`config.mk`:
```
export PLATFORM = sky130hd
export DESIGN_NAME = hts_i2c_sensor_ctrl
export DESIGN_NICKNAME = d
export VERILOG_FILES = /design/src/hw/hts_pkg.sv /design/src/hw/hts_i2c_sensor_ctrl.sv /design/src/hw/hts_pin_filter.sv
export SDC_FILE = /design/constraint.sdc
export NUM_CORES = 1
export LEC_CHECK = 0
export BUFFER_PORTS_ARGS = -buffer_cell sky130_fd_sc_hd__buf_2
export CAP_MARGIN = 30
export CORE_MARGIN = 2
export CORE_UTILIZATION = 40
export CTS_CLUSTER_SIZE = 28
export DETAILED_ROUTE_END_ITERATION = 10
export PLACE_DENSITY = 0.54
export SETUP_SLACK_MARGIN = 0.4
export SYNTH_ARGS = -nofsm -noshare
export SYNTH_HDL_FRONTEND = slang
export SYNTH_HIERARCHICAL = 1
export SYNTH_SLANG_ARGS = --single-unit
```
`constraint.sdc`:
```
create_clock -name i_ref_clk -period 4 [get_ports i_ref_clk]
set_clock_uncertainty 0.1 [all_clocks]
set_input_delay 0.8 -clock i_ref_clk [delete_from_list [all_inputs] [get_ports i_ref_clk]]
set_output_delay 0.8 -clock i_ref_clk [all_outputs]
set_load 0.05 [all_outputs]
```
`src/hw/hts_pkg.sv`:
```
// shared constants, types and the checksum function for the sensor slave
package hts_pkg;

   // bus address and register map
   localparam logic [6:0] SLAVE_ADDR = 7'h43;
   localparam logic [7:0] ADDR_SYSTEM_CONTROL_REG = 8'h10;
   localparam logic [7:0] ADDR_SYS_STAT = 8'h11;
   localparam logic [7:0] ADDR_SENSOR_RUN_MODE_REG = 8'h21;
   localparam logic [7:0] ADDR_SENSOR_LAUNCH_REG = 8'h22;
   localparam logic [7:0] ADDR_SENSOR_HALT_REG = 8'h23;
   localparam logic [7:0] ADDR_SENSOR_STATE_REG = 8'h24;
   localparam logic [7:0] ADDR_T_VAL0 = 8'h30;
   localparam logic [7:0] ADDR_T_VAL1 = 8'h31;
   localparam logic [7:0] ADDR_T_VAL2 = 8'h32;
   localparam logic [7:0] ADDR_H_VAL0 = 8'h33;
   localparam logic [7:0] ADDR_H_VAL1 = 8'h34;
   localparam logic [7:0] ADDR_H_VAL2 = 8'h35;

   // field positions and reset values
   localparam int unsigned LOW_POWER_BIT = 0;
   localparam int unsigned AWAKE_BIT = 0;
   localparam int unsigned SENS_T = 0;
   localparam int unsigned SENS_H = 1;
   localparam int unsigned NUM_SENS = 2;
   localparam int unsigned DATA_W = 16;
   localparam int unsigned VALID_BIT = 16;
   localparam logic [7:0] SYSTEM_CONTROL_REG_RST = 8'h01;
   localparam logic [1:0] SENS_BITS_RST = 2'h0;

   // timing
   localparam int unsigned CLK_HZ = 25_000_000;
   localparam int unsigned BOOT_TIME_US = 1000;
   localparam int unsigned BOOT_CYCLES_DEF = BOOT_TIME_US * (CLK_HZ / 1_000_000);
   localparam logic [1:0] FILT_LEN = 2'h3;

   // checksum
   localparam logic [7:0] CRC_POLY = 8'h89;
   localparam logic [6:0] CRC_INIT = 7'h7f;

   typedef enum logic [2:0] {
      BUS_IDLE = 3'b000,
      BUS_RX = 3'b001,
      BUS_ACK_SET = 3'b010,
      BUS_ACK_HOLD = 3'b011,
      BUS_TX = 3'b100,
      BUS_MACK = 3'b101,
      BUS_RD_LOAD = 3'b110
   } hts_bus_state_type;

   typedef enum logic [1:0] {
      KIND_ADDR = 2'b00,
      KIND_REG = 2'b01,
      KIND_WDATA = 2'b10
   } hts_kind_type;

   typedef enum logic [1:0] {
      SEQ_STANDBY = 2'b00,
      SEQ_BOOT = 2'b01,
      SEQ_ACTIVE = 2'b10,
      SEQ_MEASURE = 2'b11
   } hts_seq_state_type;

   // crc-7 over 16 data bits plus valid flag, x7+x3+1, start 0x7f
   function automatic logic [6:0] crc7(input logic [16:0] payload);
      logic [23:0] val;
      logic [23:0] pol;
      val = {payload, CRC_INIT};
      pol = {CRC_POLY, 16'h0000};
      for (int i = 23; i >= 7; i--) begin
         if (val[i]) begin
            val = val ^ pol;
         end
         pol = pol >> 1;
      end
      return val[6:0];
   endfunction

endpackage

```
`src/hw/hts_i2c_sensor_ctrl.sv`:
```
// serial register slave with the two-sensor measurement sequencer
// Notes on behaviour
// RULE1 - works at 100 and 400 kbit/s
// RULE2 - never holds the clock line low
// RULE3 - 7-bit address only, no optional features
// RULE4 - answers only bus address 0x43
// RULE5 - byte addresses and byte data, 256 locations
// RULE6 - write: ack address and load pointer
// RULE7 - write data at pointer, ack, then increment
// RULE8 - nack and ignore writes to protected addresses
// RULE9 - read returns byte at pointer, then increments
// RULE10 - reserved addresses read as zero
// RULE11 - per-sensor single-shot or continuous mode
// RULE12 - single-shot: one measurement, stop ignored
// RULE13 - status bit shows each sensor measuring
// RULE14 - continuous repeats until stop, after measurement
// RULE15 - at step end, re-examine or enter standby
// RULE16 - repeated start/stop act once per step
// RULE17 - start clears valid, boots, then measures
// RULE18 - single-shot end: valid, standby, bits clear
// RULE19 - continuous: valid stays set across updates
// RULE20 - continuous stop: last update, standby, bits clear
// RULE21 - control writes act only between measurements
// RULE22 - master keeps stop low for continuous
// RULE23 - readout holds data, valid, crc-7
// RULE24 - lowest byte read snapshots whole readout
// RULE25 - pins synchronised and filtered before edges
module hts_i2c_sensor_ctrl #(
   parameter int unsigned BOOT_CYCLES = hts_pkg::BOOT_CYCLES_DEF
) (
   input wire logic i_ref_clk,
   input wire logic i_rst,
   input wire logic i_scl,
   input wire logic i_sda,
   input wire logic [1:0] i_meas_done,
   input wire logic [15:0] i_t_result,
   input wire logic [15:0] i_h_result,
   output logic o_sda_out,
   output logic o_sda_oe,
   output logic [1:0] o_meas_launch,
   output logic o_system_awake
);

   logic scl_f;
   logic sda_f;
   logic scl_d_reg;
   logic sda_d_reg;
   logic scl_rise;
   logic scl_fall;
   logic start_cond;
   logic stop_cond;

   hts_pkg::hts_bus_state_type bus_reg;
   hts_pkg::hts_kind_type kind_reg;
   logic [3:0] cnt_reg;
   logic [7:0] shift_reg;
   logic rw_reg;
   logic ack_reg;
   logic oe_reg;
   logic [7:0] current_reg_pointer;
   logic [7:0] rx_byte;
   logic byte_ack;
   logic rx_done;
   logic wr_strobe;
   logic rd_load;
   logic [7:0] rd_byte;

   logic [7:0] system_control_reg;
   logic [1:0] sensor_run_mode_reg;
   logic [1:0] sensor_launch_reg;
   logic [1:0] sensor_halt_reg;
   logic [1:0] sensor_state_reg;
   logic system_awake_flag;

   hts_pkg::hts_seq_state_type seq_reg;
   logic [15:0] boot_cnt_reg;
   logic [1:0] step_set_reg;
   logic [1:0] step_cont_reg;
   logic [1:0] keep_reg;
   logic [1:0] launch_pulse_reg;
   logic step_end;
   logic step_start;
   logic [1:0] clear_mask;
   logic [16:0] meas_reg [2];
   logic [23:0] t_live;
   logic [23:0] h_live;
   logic [23:0] t_shadow_reg;
   logic [23:0] h_shadow_reg;

   // pin conditioning and bus edge detection
   hts_pin_filter u_filter (
      .i_ref_clk(i_ref_clk),
      .i_rst(i_rst),
      .i_scl(i_scl),
      .i_sda(i_sda),
      .o_scl(scl_f),
      .o_sda(sda_f)
   ); // RULE25

   always_ff @(posedge i_ref_clk) begin
      if (i_rst) begin
         scl_d_reg <= 1'b1;
         sda_d_reg <= 1'b1;
      end else begin
         scl_d_reg <= scl_f;
         sda_d_reg <= sda_f;
      end
   end

   // filter delay is a few cycles, far below a 400 kHz half period
   assign scl_rise = scl_f & ~scl_d_reg; // RULE1
   assign scl_fall = ~scl_f & scl_d_reg;
   assign start_cond = scl_f & scl_d_reg & sda_d_reg & ~sda_f;
   assign stop_cond = scl_f & scl_d_reg & ~sda_d_reg & sda_f;

   function automatic logic writable(input logic [7:0] addr);
      return (addr == hts_pkg::ADDR_SYSTEM_CONTROL_REG) || (addr == hts_pkg::ADDR_SENSOR_RUN_MODE_REG) ||
         (addr == hts_pkg::ADDR_SENSOR_LAUNCH_REG) || (addr == hts_pkg::ADDR_SENSOR_HALT_REG);
   endfunction

   assign rx_byte = {shift_reg[6:0], sda_f};

   always_comb begin
      unique case (kind_reg)
         hts_pkg::KIND_ADDR: byte_ack = (rx_byte[7:1] == hts_pkg::SLAVE_ADDR); // RULE3 RULE4
         hts_pkg::KIND_REG: byte_ack = 1'b1; // RULE6
         hts_pkg::KIND_WDATA: byte_ack = writable(current_reg_pointer); // RULE8
         default: byte_ack = 1'b0;
      endcase
   end

   assign rx_done = scl_rise & (bus_reg == hts_pkg::BUS_RX) & (cnt_reg == 4'h7) &
      ~start_cond & ~stop_cond;
   assign wr_strobe = rx_done & (kind_reg == hts_pkg::KIND_WDATA) &
      writable(current_reg_pointer); // RULE7 RULE8
   assign rd_load = scl_fall & ~start_cond & ~stop_cond &
      (((bus_reg == hts_pkg::BUS_ACK_HOLD) & (kind_reg == hts_pkg::KIND_ADDR) & rw_reg) |
      (bus_reg == hts_pkg::BUS_RD_LOAD));

   // bus protocol state
   always_ff @(posedge i_ref_clk) begin
      if (i_rst) begin
         bus_reg <= hts_pkg::BUS_IDLE;
         kind_reg <= hts_pkg::KIND_ADDR;
         cnt_reg <= 4'h0;
         shift_reg <= 8'h00;
         rw_reg <= 1'b0;
         ack_reg <= 1'b0;
         oe_reg <= 1'b0;
      end else if (start_cond) begin
         bus_reg <= hts_pkg::BUS_RX;
         kind_reg <= hts_pkg::KIND_ADDR;
         cnt_reg <= 4'h0;
         oe_reg <= 1'b0;
      end else if (stop_cond) begin
         bus_reg <= hts_pkg::BUS_IDLE;
         oe_reg <= 1'b0;
      end else begin
         unique case (bus_reg)
            hts_pkg::BUS_IDLE: begin
               oe_reg <= 1'b0;
            end
            hts_pkg::BUS_RX: begin
               if (scl_rise) begin
                  shift_reg <= rx_byte;
                  cnt_reg <= cnt_reg + 4'h1;
                  if (cnt_reg == 4'h7) begin
                     ack_reg <= byte_ack;
                     if (kind_reg == hts_pkg::KIND_ADDR) begin
                        rw_reg <= sda_f;
                     end
                     // foreign address: stay off the bus until the next start
                     if (kind_reg == hts_pkg::KIND_ADDR && !byte_ack) begin
                        bus_reg <= hts_pkg::BUS_IDLE; // RULE4
                     end else begin
                        bus_reg <= hts_pkg::BUS_ACK_SET;
                     end
                  end
               end
            end
            hts_pkg::BUS_ACK_SET: begin
               if (scl_fall) begin
                  oe_reg <= ack_reg;
                  bus_reg <= hts_pkg::BUS_ACK_HOLD;
               end
            end
            hts_pkg::BUS_ACK_HOLD: begin
               if (scl_fall) begin
                  cnt_reg <= 4'h0;
                  if (rd_load) begin
                     shift_reg <= rd_byte;
                     oe_reg <= ~rd_byte[7];
                     bus_reg <= hts_pkg::BUS_TX; // RULE9
                  end else begin
                     oe_reg <= 1'b0;
                     bus_reg <= hts_pkg::BUS_RX;
                     if (kind_reg == hts_pkg::KIND_ADDR) begin
                        kind_reg <= hts_pkg::KIND_REG;
                     end else begin
                        kind_reg <= hts_pkg::KIND_WDATA;
                     end
                  end
               end
            end
            hts_pkg::BUS_TX: begin
               if (scl_rise) begin
                  cnt_reg <= cnt_reg + 4'h1;
               end
               if (scl_fall) begin
                  if (cnt_reg == 4'h8) begin
                     oe_reg <= 1'b0;
                     bus_reg <= hts_pkg::BUS_MACK;
                  end else begin
                     oe_reg <= ~shift_reg[6];
                     shift_reg <= {shift_reg[6:0], 1'b0};
                  end
               end
            end
            hts_pkg::BUS_MACK: begin
               if (scl_rise) begin
                  // a nack from the master ends the read; wait for its stop
                  bus_reg <= sda_f ? hts_pkg::BUS_IDLE : hts_pkg::BUS_RD_LOAD; // RULE9
               end
            end
            hts_pkg::BUS_RD_LOAD: begin
               if (scl_fall) begin
                  cnt_reg <= 4'h0;
                  shift_reg <= rd_byte;
                  oe_reg <= ~rd_byte[7];
                  bus_reg <= hts_pkg::BUS_TX;
               end
            end
            default: begin
               bus_reg <= hts_pkg::BUS_IDLE;
               oe_reg <= 1'b0;
            end
         endcase
      end
   end

   // register pointer with auto increment
   always_ff @(posedge i_ref_clk) begin
      if (i_rst) begin
         current_reg_pointer <= 8'h00;
      end else if (rx_done && kind_reg == hts_pkg::KIND_REG) begin
         current_reg_pointer <= rx_byte; // RULE5 RULE6
      end else if ((rx_done && kind_reg == hts_pkg::KIND_WDATA) || rd_load) begin
         current_reg_pointer <= current_reg_pointer + 8'h01; // RULE7 RULE9
      end
   end

   // readout words: crc over data and valid sits above them
   assign t_live = {hts_pkg::crc7(meas_reg[hts_pkg::SENS_T]), meas_reg[hts_pkg::SENS_T]}; // RULE23
   assign h_live = {hts_pkg::crc7(meas_reg[hts_pkg::SENS_H]), meas_reg[hts_pkg::SENS_H]};

   always_comb begin
      unique case (current_reg_pointer)
         hts_pkg::ADDR_SYSTEM_CONTROL_REG: rd_byte = system_control_reg;
         hts_pkg::ADDR_SYS_STAT: rd_byte = {7'h00, system_awake_flag};
         hts_pkg::ADDR_SENSOR_RUN_MODE_REG: rd_byte = {6'h00, sensor_run_mode_reg};
         hts_pkg::ADDR_SENSOR_LAUNCH_REG: rd_byte = {6'h00, sensor_launch_reg};
         hts_pkg::ADDR_SENSOR_HALT_REG: rd_byte = {6'h00, sensor_halt_reg};
         hts_pkg::ADDR_SENSOR_STATE_REG: rd_byte = {6'h00, sensor_state_reg}; // RULE13
         hts_pkg::ADDR_T_VAL0: rd_byte = t_live[7:0]; // RULE24
         hts_pkg::ADDR_T_VAL1: rd_byte = t_shadow_reg[15:8];
         hts_pkg::ADDR_T_VAL2: rd_byte = t_shadow_reg[23:16];
         hts_pkg::ADDR_H_VAL0: rd_byte = h_live[7:0];
         hts_pkg::ADDR_H_VAL1: rd_byte = h_shadow_reg[15:8];
         hts_pkg::ADDR_H_VAL2: rd_byte = h_shadow_reg[23:16];
         default: rd_byte = 8'h00; // RULE10
      endcase
   end

   // snapshot keeps the three bytes of one result together
   always_ff @(posedge i_ref_clk) begin
      if (i_rst) begin
         t_shadow_reg <= 24'h000000;
         h_shadow_reg <= 24'h000000;
      end else if (rd_load) begin
         if (current_reg_pointer == hts_pkg::ADDR_T_VAL0) begin
            t_shadow_reg <= t_live; // RULE24
         end
         if (current_reg_pointer == hts_pkg::ADDR_H_VAL0) begin
            h_shadow_reg <= h_live;
         end
      end
   end

   // control registers; a bus set wins over the sequencer's clear
   always_ff @(posedge i_ref_clk) begin
      if (i_rst) begin
         system_control_reg <= hts_pkg::SYSTEM_CONTROL_REG_RST;
         sensor_run_mode_reg <= hts_pkg::SENS_BITS_RST;
         sensor_launch_reg <= hts_pkg::SENS_BITS_RST;
         sensor_halt_reg <= hts_pkg::SENS_BITS_RST;
      end else begin
         if (wr_strobe && current_reg_pointer == hts_pkg::ADDR_SYSTEM_CONTROL_REG) begin
            system_control_reg <= {7'h00, rx_byte[hts_pkg::LOW_POWER_BIT]};
         end
         if (wr_strobe && current_reg_pointer == hts_pkg::ADDR_SENSOR_RUN_MODE_REG) begin
            sensor_run_mode_reg <= rx_byte[1:0]; // RULE11
         end
         if (wr_strobe && current_reg_pointer == hts_pkg::ADDR_SENSOR_LAUNCH_REG) begin
            sensor_launch_reg <= (sensor_launch_reg & ~clear_mask) | rx_byte[1:0]; // RULE16
         end else begin
            sensor_launch_reg <= sensor_launch_reg & ~clear_mask; // RULE18 RULE20
         end
         // a stop for a single-shot sensor is dropped at the write
         if (wr_strobe && current_reg_pointer == hts_pkg::ADDR_SENSOR_HALT_REG) begin
            sensor_halt_reg <= (sensor_halt_reg & ~clear_mask) |
               (rx_byte[1:0] & sensor_run_mode_reg); // RULE12 RULE16
         end else begin
            sensor_halt_reg <= sensor_halt_reg & ~clear_mask;
         end
      end
   end

   // step boundaries: where the launch, mode and stop bits are taken into a step
   assign step_start = (seq_reg == hts_pkg::SEQ_ACTIVE) & (|sensor_launch_reg); // RULE21
   assign step_end = (seq_reg == hts_pkg::SEQ_MEASURE) &
      ((sensor_state_reg & ~i_meas_done) == 2'h0);
   assign clear_mask = step_end ? (step_set_reg & ~(step_cont_reg & ~sensor_halt_reg)) :
      2'h0; // RULE14 RULE16

   always_ff @(posedge i_ref_clk) begin
      if (i_rst) begin
         seq_reg <= hts_pkg::SEQ_STANDBY;
         boot_cnt_reg <= 16'h0000;
         sensor_state_reg <= 2'h0;
         step_set_reg <= 2'h0;
         step_cont_reg <= 2'h0;
         keep_reg <= 2'h0;
         launch_pulse_reg <= 2'h0;
      end else begin
         launch_pulse_reg <= 2'h0;
         unique case (seq_reg)
            hts_pkg::SEQ_STANDBY: begin
               boot_cnt_reg <= 16'h0000;
               if ((|sensor_launch_reg) || !system_control_reg[hts_pkg::LOW_POWER_BIT]) begin
                  seq_reg <= hts_pkg::SEQ_BOOT; // RULE17
               end
            end
            hts_pkg::SEQ_BOOT: begin
               boot_cnt_reg <= boot_cnt_reg + 16'h0001;
               if (boot_cnt_reg == 16'(BOOT_CYCLES - 1)) begin
                  seq_reg <= hts_pkg::SEQ_ACTIVE;
               end
            end
            hts_pkg::SEQ_ACTIVE: begin
               if (step_start) begin
                  seq_reg <= hts_pkg::SEQ_MEASURE;
                  sensor_state_reg <= sensor_launch_reg; // RULE13 RULE17
                  step_set_reg <= sensor_launch_reg;
                  step_cont_reg <= sensor_launch_reg & sensor_run_mode_reg; // RULE11 RULE21
                  launch_pulse_reg <= sensor_launch_reg; // RULE16
               end else if (system_control_reg[hts_pkg::LOW_POWER_BIT]) begin
                  seq_reg <= hts_pkg::SEQ_STANDBY; // RULE15
                  keep_reg <= 2'h0;
               end
            end
            hts_pkg::SEQ_MEASURE: begin
               sensor_state_reg <= sensor_state_reg & ~i_meas_done;
               if (step_end) begin
                  seq_reg <= hts_pkg::SEQ_ACTIVE; // RULE15
                  keep_reg <= step_set_reg & step_cont_reg & ~sensor_halt_reg; // RULE19
               end
            end
            default: begin
               seq_reg <= hts_pkg::SEQ_STANDBY;
            end
         endcase
      end
   end

   // results; valid drops only for a sensor starting afresh
   always_ff @(posedge i_ref_clk) begin
      if (i_rst) begin
         meas_reg[hts_pkg::SENS_T] <= 17'h00000;
         meas_reg[hts_pkg::SENS_H] <= 17'h00000;
      end else begin
         for (int i = 0; i < hts_pkg::NUM_SENS; i++) begin
            if (step_start && sensor_launch_reg[i] && !keep_reg[i]) begin
               meas_reg[i][hts_pkg::VALID_BIT] <= 1'b0; // RULE17
            end else if (seq_reg == hts_pkg::SEQ_MEASURE && sensor_state_reg[i] &&
               i_meas_done[i]) begin
               meas_reg[i] <= {1'b1, (i == hts_pkg::SENS_T) ? i_t_result : i_h_result}; // RULE18 RULE19 RULE20
            end
         end
      end
   end

   assign system_awake_flag = seq_reg[1];
   assign o_system_awake = system_awake_flag;
   assign o_meas_launch = launch_pulse_reg;
   assign o_sda_out = 1'b0;
   assign o_sda_oe = oe_reg; // RULE2

endmodule

```
`src/hw/hts_pin_filter.sv`:
```
// two-stage synchroniser and glitch filter for the serial clock and data pins
module hts_pin_filter (
   input wire logic i_ref_clk,
   input wire logic i_rst,
   input wire logic i_scl,
   input wire logic i_sda,
   output logic o_scl,
   output logic o_sda
);

   logic [1:0] meta_reg;
   logic [1:0] sync_reg;
   logic [1:0] out_reg;
   logic [1:0] cnt_reg [2];

   always_ff @(posedge i_ref_clk) begin
      if (i_rst) begin
         meta_reg <= 2'h3;
         sync_reg <= 2'h3;
      end else begin
         meta_reg <= {i_sda, i_scl};
         sync_reg <= meta_reg;
      end
   end

   // a level must hold a few cycles before it is believed; spikes are dropped
   always_ff @(posedge i_ref_clk) begin
      if (i_rst) begin
         out_reg <= 2'h3;
         cnt_reg[0] <= 2'h0;
         cnt_reg[1] <= 2'h0;
      end else begin
         for (int i = 0; i < 2; i++) begin
            if (sync_reg[i] == out_reg[i]) begin
               cnt_reg[i] <= 2'h0;
            end else if (cnt_reg[i] == hts_pkg::FILT_LEN - 2'h1) begin
               out_reg[i] <= sync_reg[i];
               cnt_reg[i] <= 2'h0;
            end else begin
               cnt_reg[i] <= cnt_reg[i] + 2'h1;
            end
         end
      end
   end

   assign o_scl = out_reg[0];
   assign o_sda = out_reg[1];

endmodule

```
==> results_dict.tcl, run 1 <==
set metrics [dict create \
    r2r_slack_ns 1.26 \
    status "complete, no violations" \
    cap_violations 0 \
    cts_made_buffers 17 \
    routedWlPerCell_um 15.9 \
    max_slew_margin_pct 39.3 \
    slowest_delay_ns 0.77 \
    syn_area_per_cell_um2 9.05 \
    end_kind "register" \
    cts_tree "yes" \
    crit_required_ns 4.23 \
    routed_wl_um 16800 \
    critical-path-top-delay-family "compound AO/OA/AOI/OAI gates" \
    place_hpwl_um 12300 \
    drtPass1Iterations 4 \
    insertion_delay_ns 0.43 \
    cp_max_fo 24 \
    place_inst 1022 \
    synthFlopType "dfxtp_1" \
    fp-row-count 48 \
    rsz0062_at_grt "false" \
    startpoint "current_reg_pointer[0]" \
    design_area_um2 8100 \
    grt_pass1_vias 5455 \
    synthArstFlopShare_pct 0 \
    diodes 0 \
    ant_nets 0 \
    final_cells 1054 \
    timing.rr.end "shift_reg[0]" \
    post-route-period-util_pct 68.5 \
    largest_register_ffs 34 \
    leakage_nw 2.94 \
    grt.total_usage_pct 18.9 \
    fin_crit_ns 2.74 \
    synth-warning-count 6 \
    max_freq_ghz 0.365 \
    syn_inst 791 \
    synth-edff-count 37 \
    fp.dieW_um 138 \
    grt-ovfl-total 0 \
    synthDominantCellAreaShare_pct 28.8 \
    yosysSeqAreaShare_pct 44.3 \
    vdd_ir_drop_max_v 0.000245 \
    gp_congestion 0.841 \
    reg2reg_depth 8 \
    cp.arrival_ns 2.97 \
    h-tree-depth 4 \
    powerDensity_nw_per_um2 405 \
    synth_area_leaders "dfxtp_1 (29%), edfxtp_1 (16%), xnor2_1 (5.9%), nand2_1 (4.5%), nor2_1 (4.5%)" \
    drc 0 \
    worstMarginPinSlew_ns 0.911 \
    crit_slowest_cell "ha_1" \
    synth-seq-cells 140 \
    die_h_um 138 \
    die_area_um2 19000 \
    area_growth_syn_to_layout_pct 13.2 \
    crit_type "reg -> reg" \
    hold_path.class "reg -> reg" \
    pin_count 43 \
    cts_hold_buf 0 \
    ctsResizeCount 0 \
    final_max_slew_viol_count 0 \
    grt_antenna_before_repair 0 \
    path_cells "inv_1, ha_1, a21oi_1, a2bb2oi_1, o32a_1, a21oi_4, o21ai_1, a311oi_2" \
    clockBufferDepth 2 \
    timing.setup.tns_ns 0 \
    drive_gt1_share_pct 11.8 \
    fillers 1709 \
    setup_viol 0 \
    numClockSinks 140 \
    hold_viol_final 0 \
    holdWs_ns 0.303 \
    yosysMostFrequentCell "dfxtp_1" \
    post_cts_buffers 0 \
    reg2reg_from "current_reg_pointer[0]" \
    start_kind "register" \
    core_um2 17400 \
    critical_path_buf_inv_count 1 \
    clkTransAtPathRegs_ns 0.07 \
    total_power_mw 3.28 \
    yosys.area.top_type "dfxtp_1" \
    portBuffers 41 \
    synth_cell_types 76 \
    dr.first_iter.drc_count 272 \
    nets 863 \
    cts-root-buf "clkbuf_16" \
    grt_pass1_wl_um 27900 \
    syn_area_um2 7160 \
    place_area_um2 7520 \
    grt_max_degree 33 \
    start_util_pct 41.1 \
    via_per_inst 5.35 \
    dr_total_vias 5640 \
    endpoint "shift_reg[0]" \
    cp.depth 8 \
    synth_common_cells "dfxtp_1 (103), nand2_1 (86), nor2_1 (86), a21oi_1 (48), xnor2_1 (48)" \
]
placed cells by master, fill, tap and decap left out, types with 7 or more instances in the layout:
master / Yosys / routed
xor2_1: 27 / 27
buf_4: 2 / 8
mux2i_1: 9 / 9
edfxtp_1: 37 / 37
nand2_1: 86 / 86
and3_1: 11 / 11
nor2_1: 86 / 86
nand3_1: 25 / 25
nor3_1: 15 / 15
ha_1: 9 / 9
a211oi_1: 15 / 15
buf_2: 7 / 41
a22o_1: 12 / 12
a22oi_1: 7 / 7
inv_1: 17 / 17
and2_1: 35 / 35
o21ai_0: 24 / 24
clkbuf_16: 0 / 17
nand4_1: 8 / 8
a221oi_1: 12 / 12
xnor2_1: 48 / 48
dfxtp_1: 103 / 103
nand2b_1: 7 / 7
a21oi_1: 48 / 48
nor2b_1: 9 / 9
per-stage QoR:
step	setup slack, ns	utilization [%]
global placement	1.43	43.0
finish	1.26	46.5
floorplan	1.51	-
global route	1.04	46.5
CTS	1.29	46.5
detailed placement	1.32	43.2
logic make-up after synthesis:
kind of cell / Yosys count / synth area share [%]
other: 2 / 0.105
DFF: 140 / 44.3
muxes: 9 / 1.26
buffers and inverters: 65 / 4.06
AOI/OAI and AO/OA: 169 / 16.3
and+or+nand+nor: 319 / 22.2
adders and majority gates: 9 / 1.57
xor gates and xnor gates: 78 / 10.1
per-layer routing:
| layer | part of all wire, % | up-vias | GRT usage, % | routed length, µm |
|---|---|---|---|---|
| met3 | 3.5 | 23 | 3.61 | 581 |
| met1 | 46 | 2661 | 24.5 | 7730 |
| li1 | - | 2829 | - | - |
| met5 | 0 | - | 0 | 0 |
| met4 | 1.7 | 0 | 6.12 | 284 |
| met2 | 49 | 127 | 31.9 | 8190 |
worst reg2reg max path, delay by kind of cell, from the launching register on:
kind                     cells  cell delay, ns
buffers and inverters        1            0.14
AO/OA/AOI/OAI                6            1.27
adder cells (fa/ha/maj)      1            0.77
flip-flops                   1            0.37
how the worst min path moves through the flow:
| stage | startpoint | endpoint | slack, ns | depth (start not counted) |
|---|---|---|---|---|
| 2_1_floorplan | u_filter/meta_reg[0] | u_filter/sync_reg[0] | 0.28 | 1 |
| 3_3_place_gp | u_filter/meta_reg[0] | u_filter/sync_reg[0] | 0.29 | 1 |
| 3_5_place_dp | u_filter/meta_reg[1] | u_filter/sync_reg[1] | 0.29 | 1 |
| 5_1_grt | u_filter/meta_reg[1] | u_filter/sync_reg[1] | 0.33 | 1 |
| 6_report | u_filter/meta_reg[1] | u_filter/sync_reg[1] | 0.30 | 1 |
| 4_1_cts | u_filter/meta_reg[1] | u_filter/sync_reg[1] | 0.30 | 1 |
final cells by class:
class                   count  area, µm²  share of cell area, %
well taps                 225        282                   3.48
multi-input cells         589       3700                   45.7
flip-flops and latches    140       3170                   39.2
repair buffers             50        293                   3.61
clock buffers              18        429                   5.30
clock inverters            14        153                   1.88
inverters                  18       67.6                  0.834
where the power goes:
part           switching, mW  internal, mW  leakage, nW
Combinational          0.112         0.100         1.45
Clock                  0.674         0.881        0.276
Sequential            0.0344          1.48         1.21
Power figures use the tool's default switching activity.
==> run 2, diff against run 1 <==
clock period = 2.81 ns   (was 4 ns; I/O delays follow)
==> results_dict.tcl, run 2 (synthesis results as in run 1) <==
set metrics [dict create \
    cts_made_buffers 17 \
    core_um2 17400 \
    via_per_inst 5.36 \
    routedWlPerCell_um 16.2 \
    rsz0062_at_grt "true" \
    cp_max_fo 5 \
    dr.first_iter.drc_count 313 \
    final_cell_mix "dfxtp_1 (100), nand2_1 (86), nor2_1 (86)" \
    worstMarginPinSlew_ns 0.918 \
    grt.total_usage_pct 19.4 \
    end_kind "register" \
    post-route-period-util_pct 81.1 \
    crit_type "reg -> reg" \
    dr_total_vias 5740 \
    start_util_pct 41.1 \
    fp-row-count 48 \
    nets 880 \
    cap_violations 0 \
    start_kind "register" \
    routed_wl_um 17300 \
    reg2reg_depth 7 \
    hold_path.class "in -> reg" \
    gp_congestion 0.859 \
    pin_count 43 \
    clkTransAtPathRegs_ns 0.06 \
    largest_register_ffs 34 \
    cp.arrival_ns 2.49 \
    wl_met2_um 8480 \
    drive_gt1_share_pct 14.9 \
    maxUsedRoutingLayer "met4" \
    ant_nets 0 \
    fillers 1696 \
    grt_antenna_before_repair 0 \
    r2r_slack_ns 0.53 \
    diodes 0 \
    die_area_um2 19000 \
    design_area_um2 8280 \
    max_freq_ghz 0.439 \
    clockBufferDepth 2 \
    drc 0 \
    timing.rr.end "sensor_run_mode_reg[1]" \
    area_growth_syn_to_layout_pct 15.7 \
    grt-ovfl-total 0 \
    endpoint "sensor_run_mode_reg[1]" \
    crit_required_ns 3.02 \
    reg2reg_from "cnt_reg[0]" \
    grt_pass1_wl_um 28300 \
    wl_met3_um 650 \
    met1_length_um 7710 \
    insertion_delay_ns 0.44 \
    hold_viol_final 0 \
    fin_ws_ns 0.531 \
    grt_max_degree 63 \
    drtPass1Iterations 4 \
    die_h_um 138 \
    vdd_ir_drop_max_v 0.000463 \
    cts-root-buf "clkbuf_16" \
    numClockSinks 140 \
    startpoint "cnt_reg[0]" \
    post_cts_buffers 0 \
    portBuffers 41 \
    grt_pass1_vias 5584 \
    status "complete, no violations" \
    max_slew_margin_pct 38.8 \
    cts_tree "yes" \
    place_hpwl_um 12800 \
    fp.dieW_um 138 \
    timing.setup.tns_ns 0 \
    place_area_um2 7630 \
    leakage_nw 3.03 \
    setup_viol 0 \
    fin_crit_ns 2.28 \
    final_max_slew_viol_count 0 \
    dp_slack_ns 0.370 \
    powerDensity_nw_per_um2 575 \
    final_common_cell "dfxtp_1" \
    h-tree-depth 4 \
]
## run 2: what timing repair did
action,4_1_cts,5_1_grt
setup endpoints to repair,1,15
hold buffers,0,0
resized for setup,2,10
## run 2: worst min path at each step
stage / start / endpoint / cells past startpoint
floorplan: u_filter/meta_reg[0] / u_filter/sync_reg[0] / 1
global placement: u_filter/meta_reg[0] / u_filter/sync_reg[0] / 1
detailed placement: u_filter/meta_reg[1] / u_filter/sync_reg[1] / 1
CTS: i_scl / u_filter/meta_reg[0] / 2
global route: i_scl / u_filter/meta_reg[0] / 2
finish: i_scl / u_filter/meta_reg[0] / 2
## run 2: per-layer routing
| layer | vias up | global-route usage (%) |
|---|---|---|
| li1 | 2874 | - |
| met1 | 2693 | 24.0 |
| met5 | - | 0 |
| met2 | 140 | 32.8 |
| met4 | 0 | 8.96 |
| met3 | 33 | 3.57 |
## run 2: worst max-delay path, cell delays in order (launching register included)
cell and delay [ns]:
dfxtp_1 0.38, ha_1 0.19, nand3b_1 0.22, nor4_2 0.54, and4b_1 0.38, nand2_1 0.13
mux2i_1 0.17, nor2_1 0.05
## run 2: area by class of cell
type | count | area [µm²] | area share, %
Clock inverter | 15 | 176 | 2.13
Clock buffer | 17 | 425 | 5.14
Inverter | 18 | 67.6 | 0.816
Sequential cell | 140 | 3180 | 38.4
Tap cell | 225 | 282 | 3.40
Timing Repair Buffer | 67 | 400 | 4.84
Multi-Input combinational cell | 589 | 3750 | 45.3
## run 2: where the power goes
part	internal (mW)	switching [mW]	leakage (nW)
sequential	2.10	0.0419	1.22
clock	1.34	0.961	0.289
combinational	0.145	0.167	1.53
total	3.59	1.17	3.03
## run 2: stage by stage
| stage | utilization (%) | hold WS (ns) | std cells | total power [mW] |
|---|---|---|---|---|
| 2_1_floorplan | - | 0.283 | 794 | 2.41 |
| 3_3_place_gp | 43.8 | 0.292 | 1038 | 2.50 |
| 3_5_place_dp | 43.8 | 0.299 | 1039 | 2.50 |
| 4_1_cts | 47.3 | 0.200 | 1071 | 4.79 |
| 5_1_grt | 47.5 | 0.210 | 1071 | 4.92 |
| 6_report | 47.5 | 0.206 | 1071 | 4.76 |
==> run 3, diff against run 2 <==
clock period = 2.35 ns   (was 2.81 ns; I/O delays follow)
==> results_dict.tcl, run 3 (synthesis results as in run 1) <==
set metrics [dict create \
    pin_count 43 \
    worstMarginPinSlew_ns 0.508 \
    drc 0 \
    grt_pass1_vias 5744 \
    max_slew_margin_pct 66.1 \
    cts_hold_buf 0 \
    rsz0062_at_grt "true" \
    design_area_um2 8900 \
    grt-ovfl-total 0 \
    grt_antenna_before_repair 0 \
    hold_viol_final 0 \
    crit_type "reg -> reg" \
    post-route-period-util_pct 86.3 \
    crit_required_ns 2.59 \
    cts_made_buffers 17 \
    die_h_um 138 \
    grt.total_usage_pct 20.1 \
    max_freq_ghz 0.493 \
    cts_tree "yes" \
    dr_total_vias 5979 \
    place_inst 1048 \
    area_growth_syn_to_layout_pct 24.3 \
    final_max_slew_viol_count 0 \
    numClockSinks 140 \
    cp.arrival_ns 2.27 \
    largest_register_ffs 34 \
    fp-row-count 48 \
    grt_pass1_wl_um 29300 \
    clkTransAtPathRegs_ns 0.06 \
    dr.first_iter.drc_count 475 \
    cap_violations 0 \
    drive_gt1_share_pct 24.4 \
    timing.setup.tns_ns 0 \
    routed_wl_um 18600 \
    setup_viol 0 \
    final_cell_mix "dfxtp_1 (90), nand2_1 (82), nor2_1 (75)" \
    vdd_ir_drop_max_v 0.000467 \
    cts-root-buf "clkbuf_16" \
    place_hpwl_um 13000 \
    insertion_delay_ns 0.42 \
    end_kind "register" \
    final_cells 1102 \
    final_common_cell "dfxtp_1" \
    fp.dieW_um 138 \
    drtPass1Iterations 5 \
    cp_max_fo 7 \
    start_util_pct 41.1 \
    hold_path.class "in -> reg" \
    total_power_mw 5.69 \
    nets 911 \
    gp_congestion 0.844 \
    portBuffers 41 \
    clockBufferDepth 2 \
    diodes 0 \
    start_kind "register" \
    leakage_nw 3.25 \
    core_um2 17400 \
    h-tree-depth 4 \
    place_area_um2 7730 \
    ant_nets 0 \
    routedWlPerCell_um 16.8 \
    status "complete, no violations" \
    via_per_inst 5.43 \
    powerDensity_nw_per_um2 640 \
    fin_crit_ns 2.03 \
    grt_max_degree 32 \
    die_area_um2 19000 \
]
run 3: cell types whose count changed in the layout (fill, tap and decap cells not counted), sizes merged:
cell,delta
clkbuf,+2
clkinvlp,-1
inv,-2
buf,+31
clkinv,+1
run 3: repair_timing:
| item | in CTS | in global routing |
|---|---|---|
| endpoints found under the setup margin | 50 | 72 |
| buffers inserted | 13 | 7 |
| cloned | 1 | 1 |
| gates resized for setup | 48 | 54 |
| pin swaps | 16 | 22 |
run 3: power breakdown:
part	internal [mW]	switching (mW)
clock	1.59	1.12
combinational	0.198	0.215
sequential	2.51	0.0546
total	4.30	1.39
run 3: layer usage:
metal	track usage, %	routed length, µm
met1	24.6	7950
met2	34.8	9310
met3	4.71	856
met5	0	0
met4	6.58	439
run 3: cell type report:
class / instances / area [µm²]
Fill cell: 1596 / 8520
Multi-Input combinational cell: 589 / 4050
Sequential cell: 140 / 3200
Timing Repair Buffer: 98 / 709
Clock buffer: 19 / 433
Tap cell: 225 / 282
Clock inverter: 13 / 156
Inverter: 18 / 70.1
run 3: critical path, stage by stage (launching register included):
cell and delay, ns:
dfxtp_2 0.35, buf_6 0.12, ha_4 0.19, buf_6 0.15, nor2_1 0.05, o31a_1 0.23, o32a_1 0.19, a21oi_4 0.25
o21ai_2 0.10, a311oi_2 0.22
run 3: through the flow:
| stage | worst slack, ns | hold WS, ns | utilization (%) |
|---|---|---|---|
| after floorplan | 0.332 | 0.283 | - |
| after global placement | 0.195 | 0.288 | 44.3 |
| after detailed placement | 0.140 | 0.292 | 44.4 |
| after CTS | 0.364 | 0.112 | 49.7 |
| after global routing | 0.229 | 0.108 | 51.1 |
| final | 0.321 | 0.120 | 51.1 |
run 3: final timing paths:
| check | startpoint | endpoint | slack [ns] | cells past startpoint |
|---|---|---|---|---|
| worst max-delay path | current_reg_pointer[1] | shift_reg[0] | 0.32 | 9 |
| worst min-delay path | i_scl | u_filter/meta_reg[0] | 0.12 | 2 |
| worst max register to register | current_reg_pointer[1] | shift_reg[0] | 0.32 | 9 |
| worst min register to register | u_filter/meta_reg[1] | u_filter/sync_reg[1] | 0.31 | 1 |
